[src/design/amp_regs_pkg.sv]
// Register map, field layout and shared types of the amplifier status, phase and spread-spectrum bank.
package amp_regs_pkg;
  // Register indices; the APB byte address is four times the index.
  localparam logic [9:0] IDX_FLIP  = 10'h066;
  localparam logic [9:0] IDX_ID    = 10'h067;
  localparam logic [9:0] IDX_POWER = 10'h068;
  localparam logic [9:0] IDX_MUTE  = 10'h069;
  localparam logic [9:0] IDX_PHASE = 10'h06a;
  localparam logic [9:0] IDX_SS    = 10'h06b;

  // Reset values of the stored and sampled registers.
  localparam logic [7:0] RST_FLIP  = 8'h00;
  localparam logic [7:0] RST_POWER = 8'h00;
  localparam logic [1:0] RST_MUTE  = 2'h0;
  localparam logic [7:0] RST_PHASE = 8'h00;
  localparam logic [7:0] RST_SS    = 8'h00;

  // Field positions inside the registers.
  localparam int PH_SEL_LSB      = 2;
  localparam int PH_SYNC_SEL_BIT = 1;
  localparam int PH_SYNC_EN_BIT  = 0;
  localparam int SS_DIV2_BIT     = 5;
  localparam int SS_MANUAL_BIT   = 4;
  localparam int SS_RDM_BIT      = 1;
  localparam int SS_TRI_BIT      = 0;
  localparam int MUTE_RIGHT_BIT  = 1;
  localparam int MUTE_LEFT_BIT   = 0;

  // Phase distance between adjacent ramp phases, in degrees.
  localparam logic [7:0] PHASE_STEP_DEG = 8'h2d;

  // Pin output selection codes handled by this bank.
  localparam logic [3:0] SEL_OFF        = 4'h0;
  localparam logic [3:0] SEL_USER       = 4'h2;
  localparam logic [3:0] SEL_MUTE_BOTH  = 4'h3;
  localparam logic [3:0] SEL_MUTE_LEFT  = 4'h4;
  localparam logic [3:0] SEL_MUTE_RIGHT = 4'h5;

  // Power state codes as reported to software.
  typedef enum logic [7:0]
  {
    PWR_DEEP_SLEEP = 8'h00,
    PWR_SLEEP      = 8'h01,
    PWR_HIZ        = 8'h02,
    PWR_PLAY       = 8'h03
  } power_state_t;

  typedef logic [2:0][3:0] pin_sel_vec_t;

  typedef struct packed
  {
    logic [1:0] phase_sel;
    logic       sync_internal;
    logic       sync_en;
  } phase_cfg_t;

  typedef struct packed
  {
    logic manual;
    logic div2_src;
    logic random_en;
    logic tri_en;
  } ss_cfg_t;
endpackage

[src/design/amp_status_phase_ss_regs.sv]
// APB register bank for pin inversion, identifier, power and mute status, ramp phase and spread-spectrum enables.
//
// Operation
// - Bits 2 to 0 of the flip register invert the level driven on pins 0 to 2.
// - The identifier register reads a fixed code that no write can change.
// - The power register reports deep sleep 0, sleep 1, high impedance 2 and play 3.
// - Mute status bit 1 is high exactly while the right channel is auto-muted.
// - Mute status bit 0 is high exactly while the left channel is auto-muted.
// - Phase bits 3 to 2 pick ramp phase 0 to 3, each step 45 degrees apart.
// - Phase bit 1 takes synchronisation from a pin when low and internally when high.
// - Phase bit 0 enables ramp phase synchronisation and resets to zero.
// - In manual mode spread bit 5 picks the halved PLL clock as source.
// - Spread bit 4 puts the spread-spectrum controller into manual mode.
// - A pin set to show the user value drives that value after inversion.
// - A pin may be routed to show the left channel mute flag.
//
// The APB interface to the registers was left to the implementer.
`timescale 1ns/1ns
`default_nettype none
module amp_status_phase_ss_regs #(
  // Identifier value is arbitrary.
  parameter logic [7:0] SILICON_ID = 8'h5a
) (
  input  wire logic                       pclk,
  input  wire logic                       presetn,
  input  wire logic [11:0]                paddr,
  input  wire logic                       psel,
  input  wire logic                       penable,
  input  wire logic                       pwrite,
  input  wire logic [31:0]                pwdata,
  input  wire logic [3:0]                 pstrb,
  output logic [31:0]                     prdata,
  output logic                            pready,
  output logic                            pslverr,
  input  wire logic [7:0]                 power_state_code,
  input  wire logic                       right_silenced_flag,
  input  wire logic                       left_silenced_flag,
  input  wire amp_regs_pkg::pin_sel_vec_t pin_select,
  input  wire logic [2:0]                 pin_user_value,
  output logic [2:0]                      pin_drive,
  input  wire logic                       sync_pin,
  input  wire logic                       internal_sync_pulse,
  output amp_regs_pkg::phase_cfg_t        phase_cfg,
  output logic [7:0]                      ramp_phase_deg,
  output logic                            ramp_sync_pulse,
  output amp_regs_pkg::ss_cfg_t           ss_cfg
);
  logic [9:0]  word_idx;
  logic        addr_hit;
  logic        setup_rd;
  logic        wr_en;
  logic [7:0]  wdata_byte;
  logic [7:0]  rd_byte;
  logic [31:0] prdata_r;
  logic [31:0] prdata_nxt;
  logic [7:0]  flip_r;
  logic [7:0]  flip_nxt;
  logic [7:0]  phase_r;
  logic [7:0]  phase_nxt;
  logic [7:0]  ss_r;
  logic [7:0]  ss_nxt;
  logic [7:0]  power_r;
  logic [1:0]  mute_r;
  logic [1:0]  applied_phase_r;
  logic [1:0]  applied_phase_nxt;
  logic        sync_pin_s;
  logic        sync_prev_r;
  logic        sync_event;
  logic        sync_pulse_r;

  // ****************************************
  // APB decode and register storage
  // ****************************************
  // Bus decode; every access completes without wait states.
  assign word_idx   = paddr[11:2];
  assign wdata_byte = pwdata[7:0];
  assign addr_hit   = (word_idx == amp_regs_pkg::IDX_FLIP)  || (word_idx == amp_regs_pkg::IDX_ID)
                   || (word_idx == amp_regs_pkg::IDX_POWER) || (word_idx == amp_regs_pkg::IDX_MUTE)
                   || (word_idx == amp_regs_pkg::IDX_PHASE) || (word_idx == amp_regs_pkg::IDX_SS);
  assign setup_rd   = psel && !penable && !pwrite;
  assign wr_en      = psel && penable && pwrite && pstrb[0] && addr_hit;
  assign pready     = 1'b1;
  assign pslverr    = psel && penable && !addr_hit;

  // Read multiplexer; bits above each 8-bit register read as zero.
  always_comb
  begin
    rd_byte = 8'h00;
    unique case (word_idx)
      amp_regs_pkg::IDX_FLIP:  rd_byte = flip_r;
      amp_regs_pkg::IDX_ID:    rd_byte = SILICON_ID;
      amp_regs_pkg::IDX_POWER: rd_byte = power_r;
      amp_regs_pkg::IDX_MUTE:  rd_byte = {6'h00, mute_r};
      amp_regs_pkg::IDX_PHASE: rd_byte = phase_r;
      amp_regs_pkg::IDX_SS:    rd_byte = ss_r;
      default:                 rd_byte = 8'h00;
    endcase
  end

  // Read data is captured in the setup cycle so it stands through the access phase.
  always_comb
  begin
    prdata_nxt = prdata_r;
    if (setup_rd)
      prdata_nxt = {24'h000000, rd_byte};
  end

  // Writable registers take the low byte lane; read-only words ignore writes.
  always_comb
  begin
    flip_nxt  = flip_r;
    phase_nxt = phase_r;
    ss_nxt    = ss_r;
    if (wr_en)
    begin
      unique case (word_idx)
        amp_regs_pkg::IDX_FLIP:  flip_nxt = wdata_byte;
        amp_regs_pkg::IDX_PHASE: phase_nxt = wdata_byte;
        amp_regs_pkg::IDX_SS:    ss_nxt = wdata_byte;
        default:                 ss_nxt = ss_r;
      endcase
    end
  end

  // Bus-side registers.
  always_ff @(posedge pclk or negedge presetn)
  begin
    if (!presetn)
    begin
      prdata_r <= 32'h00000000;
      flip_r   <= amp_regs_pkg::RST_FLIP;
      phase_r  <= amp_regs_pkg::RST_PHASE;
      ss_r     <= amp_regs_pkg::RST_SS;
    end
    else
    begin
      prdata_r <= prdata_nxt;
      flip_r   <= flip_nxt;
      phase_r  <= phase_nxt;
      ss_r     <= ss_nxt;
    end
  end

  assign prdata = prdata_r;

  // ****************************************
  // Status and configuration
  // ****************************************
  // Status sampled each cycle from the core.
  always_ff @(posedge pclk or negedge presetn)
  begin
    if (!presetn)
    begin
      power_r <= amp_regs_pkg::RST_POWER;
      mute_r  <= amp_regs_pkg::RST_MUTE;
    end
    else
    begin
      power_r                             <= power_state_code;
      mute_r[amp_regs_pkg::MUTE_RIGHT_BIT] <= right_silenced_flag;
      mute_r[amp_regs_pkg::MUTE_LEFT_BIT]  <= left_silenced_flag;
    end
  end

  // Configuration decode for the ramp controller.
  assign phase_cfg.phase_sel     = phase_r[amp_regs_pkg::PH_SEL_LSB +: 2];
  assign phase_cfg.sync_internal = phase_r[amp_regs_pkg::PH_SYNC_SEL_BIT];
  assign phase_cfg.sync_en       = phase_r[amp_regs_pkg::PH_SYNC_EN_BIT];
  assign ss_cfg.manual    = ss_r[amp_regs_pkg::SS_MANUAL_BIT];
  assign ss_cfg.div2_src  = ss_r[amp_regs_pkg::SS_DIV2_BIT] & ss_r[amp_regs_pkg::SS_MANUAL_BIT];
  assign ss_cfg.random_en = ss_r[amp_regs_pkg::SS_RDM_BIT];
  assign ss_cfg.tri_en    = ss_r[amp_regs_pkg::SS_TRI_BIT];

  // ****************************************
  // Ramp phase and synchronisation
  // ****************************************
  // The ramp phase is taken up only outside play, so a change made in play waits.
  always_comb
  begin
    applied_phase_nxt = applied_phase_r;
    if (power_r != amp_regs_pkg::PWR_PLAY)
      applied_phase_nxt = phase_cfg.phase_sel;
  end

  assign ramp_phase_deg = 8'(applied_phase_r * amp_regs_pkg::PHASE_STEP_DEG);

  pin_sync2 u_sync_pin (
    .pclk     (pclk),
    .presetn  (presetn),
    .async_in (sync_pin),
    .sync_out (sync_pin_s)
  );

  assign sync_event = phase_cfg.sync_en
                   && (phase_cfg.sync_internal ? internal_sync_pulse : (sync_pin_s && !sync_prev_r));

  // Phase hold, pin edge history and the sync pulse register.
  always_ff @(posedge pclk or negedge presetn)
  begin
    if (!presetn)
    begin
      applied_phase_r <= 2'h0;
      sync_prev_r     <= 1'b0;
      sync_pulse_r    <= 1'b0;
    end
    else
    begin
      applied_phase_r <= applied_phase_nxt;
      sync_prev_r     <= sync_pin_s;
      sync_pulse_r    <= sync_event;
    end
  end

  assign ramp_sync_pulse = sync_pulse_r;

  // ****************************************
  // Pin drive
  // ****************************************
  // Pin sources and inversion, registered before they leave the block.
  pin_drive_mux u_pin_mux (
    .pclk        (pclk),
    .presetn     (presetn),
    .pin_select  (pin_select),
    .user_value  (pin_user_value),
    .flip        (flip_r[2:0]),
    .left_muted  (mute_r[amp_regs_pkg::MUTE_LEFT_BIT]),
    .right_muted (mute_r[amp_regs_pkg::MUTE_RIGHT_BIT]),
    .pin_drive   (pin_drive)
  );

  // ****************************************
  // Checks on the register behaviour.
  // ****************************************
  a_id_read_fixed: assert property (@(posedge pclk) disable iff (!presetn)
    (setup_rd && word_idx == amp_regs_pkg::IDX_ID) |=> (prdata == {24'h000000, SILICON_ID}))
    else $error("Identifier read is not the fixed code.");

  a_power_read_back: assert property (@(posedge pclk) disable iff (!presetn)
    (setup_rd && word_idx == amp_regs_pkg::IDX_POWER) |=> (prdata[7:0] == $past(power_state_code, 2)))
    else $error("Power report does not follow the core state.");

  a_right_mute_bit: assert property (@(posedge pclk) disable iff (!presetn)
    ##1 (mute_r[amp_regs_pkg::MUTE_RIGHT_BIT] == $past(right_silenced_flag)))
    else $error("Right mute status bit is wrong.");

  a_left_mute_bit: assert property (@(posedge pclk) disable iff (!presetn)
    ##1 (mute_r[amp_regs_pkg::MUTE_LEFT_BIT] == $past(left_silenced_flag)))
    else $error("Left mute status bit is wrong.");

  a_phase_deg_step: assert property (@(posedge pclk) disable iff (!presetn)
    (wr_en && word_idx == amp_regs_pkg::IDX_PHASE && power_r != amp_regs_pkg::PWR_PLAY
     && power_state_code != amp_regs_pkg::PWR_PLAY)
    |=> ##1 (ramp_phase_deg == 8'(phase_cfg.phase_sel * amp_regs_pkg::PHASE_STEP_DEG)))
    else $error("Ramp phase offset is not the selected step.");

  a_phase_hold_play: assert property (@(posedge pclk) disable iff (!presetn)
    ($past(power_r) == amp_regs_pkg::PWR_PLAY) |-> $stable(applied_phase_r))
    else $error("Ramp phase changed during play.");

  a_sync_needs_enable: assert property (@(posedge pclk) disable iff (!presetn)
    ramp_sync_pulse |-> $past(phase_cfg.sync_en))
    else $error("Sync pulse while synchronisation is disabled.");

  a_internal_sync_src: assert property (@(posedge pclk) disable iff (!presetn)
    (phase_cfg.sync_en && phase_cfg.sync_internal && internal_sync_pulse) |=> ramp_sync_pulse)
    else $error("Internal sync pulse was not passed on.");

  a_div2_manual_only: assert property (@(posedge pclk) disable iff (!presetn)
    (wr_en && word_idx == amp_regs_pkg::IDX_SS)
    |=> (ss_cfg.div2_src == ($past(wdata_byte[amp_regs_pkg::SS_DIV2_BIT])
                             && $past(wdata_byte[amp_regs_pkg::SS_MANUAL_BIT]))))
    else $error("Halved source selected outside manual mode.");

  a_flip_write_store: assert property (@(posedge pclk) disable iff (!presetn)
    (wr_en && word_idx == amp_regs_pkg::IDX_FLIP) |=> (flip_r == $past(wdata_byte)))
    else $error("Flip register did not take the written byte.");

  a_pin_sync_src: assert property (@(posedge pclk) disable iff (!presetn)
    (phase_cfg.sync_en && !phase_cfg.sync_internal && sync_pin_s && !sync_prev_r) |=> ramp_sync_pulse)
    else $error("Pin sync edge was not passed on.");

  a_ro_write_quiet: assert property (@(posedge pclk) disable iff (!presetn)
    (psel && penable && pwrite && word_idx == amp_regs_pkg::IDX_ID) |-> !pslverr)
    else $error("Write to the identifier raised an error.");

  a_ss_write_enables: assert property (@(posedge pclk) disable iff (!presetn)
    (wr_en && word_idx == amp_regs_pkg::IDX_SS)
    |=> (ss_cfg.random_en == $past(wdata_byte[1]) && ss_cfg.tri_en == $past(wdata_byte[0])
         && ss_cfg.manual == $past(wdata_byte[4])))
    else $error("Spread-spectrum enables do not follow the write.");
endmodule
`default_nettype wire

[src/design/pin_sync2.sv]
// Two-flop synchroniser for one level arriving from a pin.
`timescale 1ns/1ns
`default_nettype none
module pin_sync2 (
  input  wire logic pclk,
  input  wire logic presetn,
  input  wire logic async_in,
  output logic      sync_out
);
  logic meta_r;
  logic sync_r;

  // The first stage feeds only the second stage.
  always_ff @(posedge pclk or negedge presetn)
  begin
    if (!presetn)
    begin
      meta_r <= 1'b0;
      sync_r <= 1'b0;
    end
    else
    begin
      meta_r <= async_in;
      sync_r <= meta_r;
    end
  end

  assign sync_out = sync_r;
endmodule
`default_nettype wire

[src/design/pin_drive_mux.sv]
// Per-pin output source selection and inversion for the three general-purpose pins.
`timescale 1ns/1ns
`default_nettype none
module pin_drive_mux (
  input  wire logic                       pclk,
  input  wire logic                       presetn,
  input  wire amp_regs_pkg::pin_sel_vec_t pin_select,
  input  wire logic [2:0]                 user_value,
  input  wire logic [2:0]                 flip,
  input  wire logic                       left_muted,
  input  wire logic                       right_muted,
  output logic [2:0]                      pin_drive
);
  logic [2:0] drive_nxt;
  logic [2:0] drive_r;

  genvar g;
  generate
    for (g = 0; g < 3; g++)
    begin : g_pin
      logic raw_val;

      // Pick the source named by the pin's selection code; other codes give a low source that the flip bit still inverts.
      always_comb
      begin
        raw_val = 1'b0;
        unique case (pin_select[g])
          amp_regs_pkg::SEL_USER:       raw_val = user_value[g];
          amp_regs_pkg::SEL_MUTE_BOTH:  raw_val = left_muted & right_muted;
          amp_regs_pkg::SEL_MUTE_LEFT:  raw_val = left_muted;
          amp_regs_pkg::SEL_MUTE_RIGHT: raw_val = right_muted;
          default:                      raw_val = 1'b0;
        endcase
        drive_nxt[g] = raw_val ^ flip[g];
      end

      a_user_flip_drive: assert property (@(posedge pclk) disable iff (!presetn)
        (pin_select[g] == amp_regs_pkg::SEL_USER) |=> (drive_r[g] == $past(user_value[g] ^ flip[g])))
        else $error("Pin does not show the inverted user value.");

      a_left_mute_drive: assert property (@(posedge pclk) disable iff (!presetn)
        (pin_select[g] == amp_regs_pkg::SEL_MUTE_LEFT) |=> (drive_r[g] == $past(left_muted ^ flip[g])))
        else $error("Pin does not show the left mute flag.");
    end
  endgenerate

  // Pin levels leave from flip-flops.
  always_ff @(posedge pclk or negedge presetn)
  begin
    if (!presetn)
      drive_r <= 3'h0;
    else
      drive_r <= drive_nxt;
  end

  assign pin_drive = drive_r;
endmodule
`default_nettype wire

[config.mk]
export PLATFORM = sky130hd
export DESIGN_NAME = amp_status_phase_ss_regs
export DESIGN_NICKNAME = d
export VERILOG_FILES = /design/src/design/amp_regs_pkg.sv /design/src/design/amp_status_phase_ss_regs.sv /design/src/design/pin_sync2.sv /design/src/design/pin_drive_mux.sv
export SDC_FILE = /design/constraint.sdc
export NUM_CORES = 1
export LEC_CHECK = 0
export BUFFER_PORTS_ARGS = -buffer_cell sky130_fd_sc_hd__buf_4
export CORE_UTILIZATION = 46
export DETAILED_ROUTE_END_ITERATION = 10
export GPL_ROUTABILITY_DRIVEN = 0
export MAX_ROUTING_LAYER = met4
export PLACE_DENSITY_LB_ADDON = 0.15
export SYNTH_ARGS = -nofsm -noshare
export SYNTH_HDL_FRONTEND = slang
export SYNTH_SLANG_ARGS = --single-unit
export TNS_END_PERCENT = 1
[constraint.sdc]
create_clock -name pclk -period 1.5 [get_ports pclk]
set_input_delay 0.075 -clock pclk [delete_from_list [all_inputs] [get_ports pclk]]
set_output_delay 0.075 -clock pclk [all_outputs]
set_load 0.05 [all_outputs]
==> impl_results.md <==
- GR Layer Usage met1: between 20% and 30%
- Initial drt markers: about 110
- Clk pwr share: 30.3%
- Flops & latches, synth: just over 50
- Grt met2 use: between 30% and 40%
- Area of the multi-input gates: around 0.0012 mm^2
- Switching power: roughly 800 uW
- CP delay by family, top: flip-flops
- Worst-margin pin slew: ~640 ps
- Most frequent cells in the layout: buf_4 (96), dfrtp_1 (50), mux2_2 (25), conb_1 (25), dlygate4sd3_1 (12)
- Power Dens Cells: about 800 mW/mm^2
- Hold wc startpoint: pwdata[1]
- Critical path endpoint category: output pin
- Vias: about 2000
- Number of remaining DRC errors: 0
- Lkg Pwr: about 1.8 nW
- Final Hold Viols: 0
- Die area: between 0.006 and 0.007 mm^2
- WL final: between 5 and 6 mm
- Comb pwr share: a little under a fifth
- Post-CTS Setup Bufs: 0
- Critical Path AT: around 1300 ps
- Pre-antenna DRT Iters: 4
- Net count reported at finish: ~400
- Setup Viol. Count Final: 0
- Max-slew violations: 0
- Synth unique cells: 47
- Die Wd: a little under 80 um
- CTS sink count: between 50 and 60
- Internal Power: around 2.0 mW
- Initial Utilization: 47.8%
- Slack of the critical path: ~110 ps
- Core ar.: about 0.0055 mm^2
- Buf/Inv on CP: 3
- CTS Buf Count: 5
- Peak supply drop: between 0.0006 and 0.0007 V
- Critical Path RT: between 1000 and 1500 ps
- Worst R2R Start: mute_r[0]$_DFF_PN0_
- Clk buf depth: 2
- CTS tree: done
- Pin count of the biggest net entering global routing: 52
- Clk_skew: ~8.6 ps
- Most common cell after layout, fill and taps aside: buf_4
- Fillers: ~480
- Worst Hold Path Cells: 2
- Fmax: a little over 700 MHz
- Crit Path Category: reg2out
- Max-cap viol count: 0
- Clock transition at path regs: about 100 ps
- Met3 Usage GRT: 3.18%
- Max FO, Critical Path: 5
- Diode count: 0
- RSZ-0062 raised after global routing: no
- Reg2reg end: prdata[0]$_DFFE_PN0P_
- Sequential cell area: 0.00128 mm^2
- Cell repeated most along the worst path: inv_1
- Latest clock arrival within the worst-skew pair: approximately 310 ps
- Hold Crit Endpoint: flip_r[1]$_DFFE_PN0P_
- Sw Ratio: around 29%
- Minimum clock period: 1390 ps
- Placement Setup Slack: -98.7 ps
- Routed Antenna Nets: 0
- DR WL/cell: 14.9 um
- Busiest grt layer: met2
- Total track usage: 21.7%
- Vias per cell: 5.09
- Register-to-Register Path Depth: 3
- Vias in the first global route: a little over 2000
- R2R Setup Slk: ~190 ps
- # IOs: 134
- CP Launch Type: register
- Syn Area/Cell: ~12 um^2
- Synth Instances: about 230
- Share of cells above drive strength 1: between 40 and 50%
- Status: finished clean
- DP Wirelength: 4.43 mm
- First-pass GRT wire length: ~9.8 mm
- Synth Cell Area: between 0.002 and 0.003 mm^2
- Clock tree root buffer cell: clkbuf_8
- Crit-path cells: inv_1 > ha_1 > inv_1 > buf_4
- Tcrit/Tclk final: between 90% and 100%
- Hold Crit Class: in2reg
- Row count: 27
- Post-Route Setup TNS: 0 ps
- WP depth: 4
- Die height: between 70 and 80 um
- Rel. slew slack: about 57%
- Register area share after synthesis: between 40 and 50%
- Synth-to-Final Area Change: 31.8%
- Largest stage delay, worst path: 420 ps
- Synth warn: 0
- Reg power frac: 51.4%
- CTS H-tree lvls: 2
- Grt ovf: 0
- Slowest CP cell: dfrtp_2
- Port-buffer cells: 79
- Antenna violations before repair: 0
cells by family after synthesis:
| logic type | count (synthesis) | share of synthesized area [%] |
|---|---|---|
| flops | 51 | 48.2 |
| simple gates | 47 | 13.1 |
| compound gates | 46 | 11.9 |
| buf+inv | 43 | 11.1 |
| mux | 30 | 13.0 |
| fa+ha+maj | 3 | 1.42 |
| xor+xnor | 3 | 0.993 |
| other cells | 2 | 0.284 |
cells in the mapped netlist, drive strengths merged:
cell type | instances | area, um^2
o41ai | 1 | 8.76
nor2b | 7 | 43.8
mux4 | 1 | 22.5
buf | 36 | 268
mux2 | 25 | 282
a21oi | 8 | 40.0
and3b | 1 | 8.76
nand4bb | 1 | 27.5
a21o | 1 | 7.51
o211ai | 1 | 7.51
o21ai | 11 | 55.1
a22o | 2 | 17.5
a32oi | 4 | 35.0
and3 | 1 | 6.26
xor2 | 3 | 26.3
nand4 | 1 | 6.26
clkbuf | 3 | 11.3
nand3b | 3 | 22.5
nor2 | 7 | 33.8
nor4 | 2 | 27.5
dfrtp | 51 | 1280
inv | 4 | 15.0
ha | 3 | 37.5
nor3b | 3 | 22.5
a31oi | 1 | 6.26
a22oi | 5 | 37.5
a211oi | 1 | 7.51
o2bb2ai | 3 | 26.3
conb | 2 | 7.51
o32ai | 3 | 26.3
and2b | 2 | 16.3
nand3 | 1 | 5.00
or3b | 1 | 8.76
nor4b | 2 | 38.8
and2 | 3 | 18.8
o21a | 4 | 30.0
a32o | 1 | 10.0
mux2i | 4 | 40.0
or4b | 1 | 13.8
nand2 | 11 | 46.3
through the flow:
stage	instances	hold WS [ps]	area, um^2	power, mW	util, %
3_3_place_gp	377	142	3270	1.93	59.0
4_1_cts	397	2.43	3490	2.80	62.9
3_5_place_dp	377	143	3270	1.94	59.0
6_report	397	8.24	3490	2.78	63.0
5_1_grt	397	7.63	3490	2.88	63.0
2_1_floorplan	248	-221	2740	1.78	-
state kept, by name (all words and copies together), names as in the netlist:
register / flops
ss_r: 8
sync_prev_r: 1
u_pin_mux.pin_drive: 3
flip_r: 8
applied_phase_r: 2
ramp_sync_pulse: 1
u_sync_pin.meta_r: 1
u_sync_pin.sync_out: 1
phase_r: 8
mute_r: 2
prdata: 8
power_r: 8
worst max-delay path by stage:
stage	slack [ps]	to	startpoint
floorplan	-80	ramp_phase_deg[6]	applied_phase_r[1]$_DFFE_PN0P_
global placement	-60	ss_r[6]$_DFFE_PN0P_	paddr[6]
detailed placement	-100	ss_r[3]$_DFFE_PN0P_	paddr[6]
CTS	40	ramp_phase_deg[3]	applied_phase_r[0]$_DFFE_PN0P_
global route	40	ramp_phase_deg[3]	applied_phase_r[0]$_DFFE_PN0P_
finish	110	ramp_phase_deg[3]	applied_phase_r[0]$_DFFE_PN0P_
final cells by class:
cell class | count | share of cell area [%]
clock inverters | 2 | 0.395
repair buffers | 108 | 24.1
well taps | 72 | 2.58
inverters | 4 | 0.430
flip-flops and latches | 51 | 36.6
clock buffers | 6 | 2.37
multi-input cells | 154 | 33.5
power groups by stage:
stage	registers [mW]	clock network [mW]	logic (mW)
floorplan	1.49	0	0.290
detailed placement	1.45	0	0.486
CTS	1.43	0.864	0.512
global placement	1.45	0	0.480
global route	1.43	0.910	0.544
finish	1.43	0.840	0.509
repair_timing:
action                                  in CTS  in global routing
resized for setup                            0                  1
hold buffers                                12                  0
endpoints found under the hold margin       62                  0
endpoints found under the setup margin       0                  1
routing by layer:
| layer | vias up | routed length (um) |
|---|---|---|
| li1 | 953 | - |
| met1 | 967 | 2470 |
| met2 | 87 | 2960 |
| met3 | 13 | 375 |
| met4 | 0 | 108 |
| met5 | - | 0 |
(Power assumes the default switching activity.)
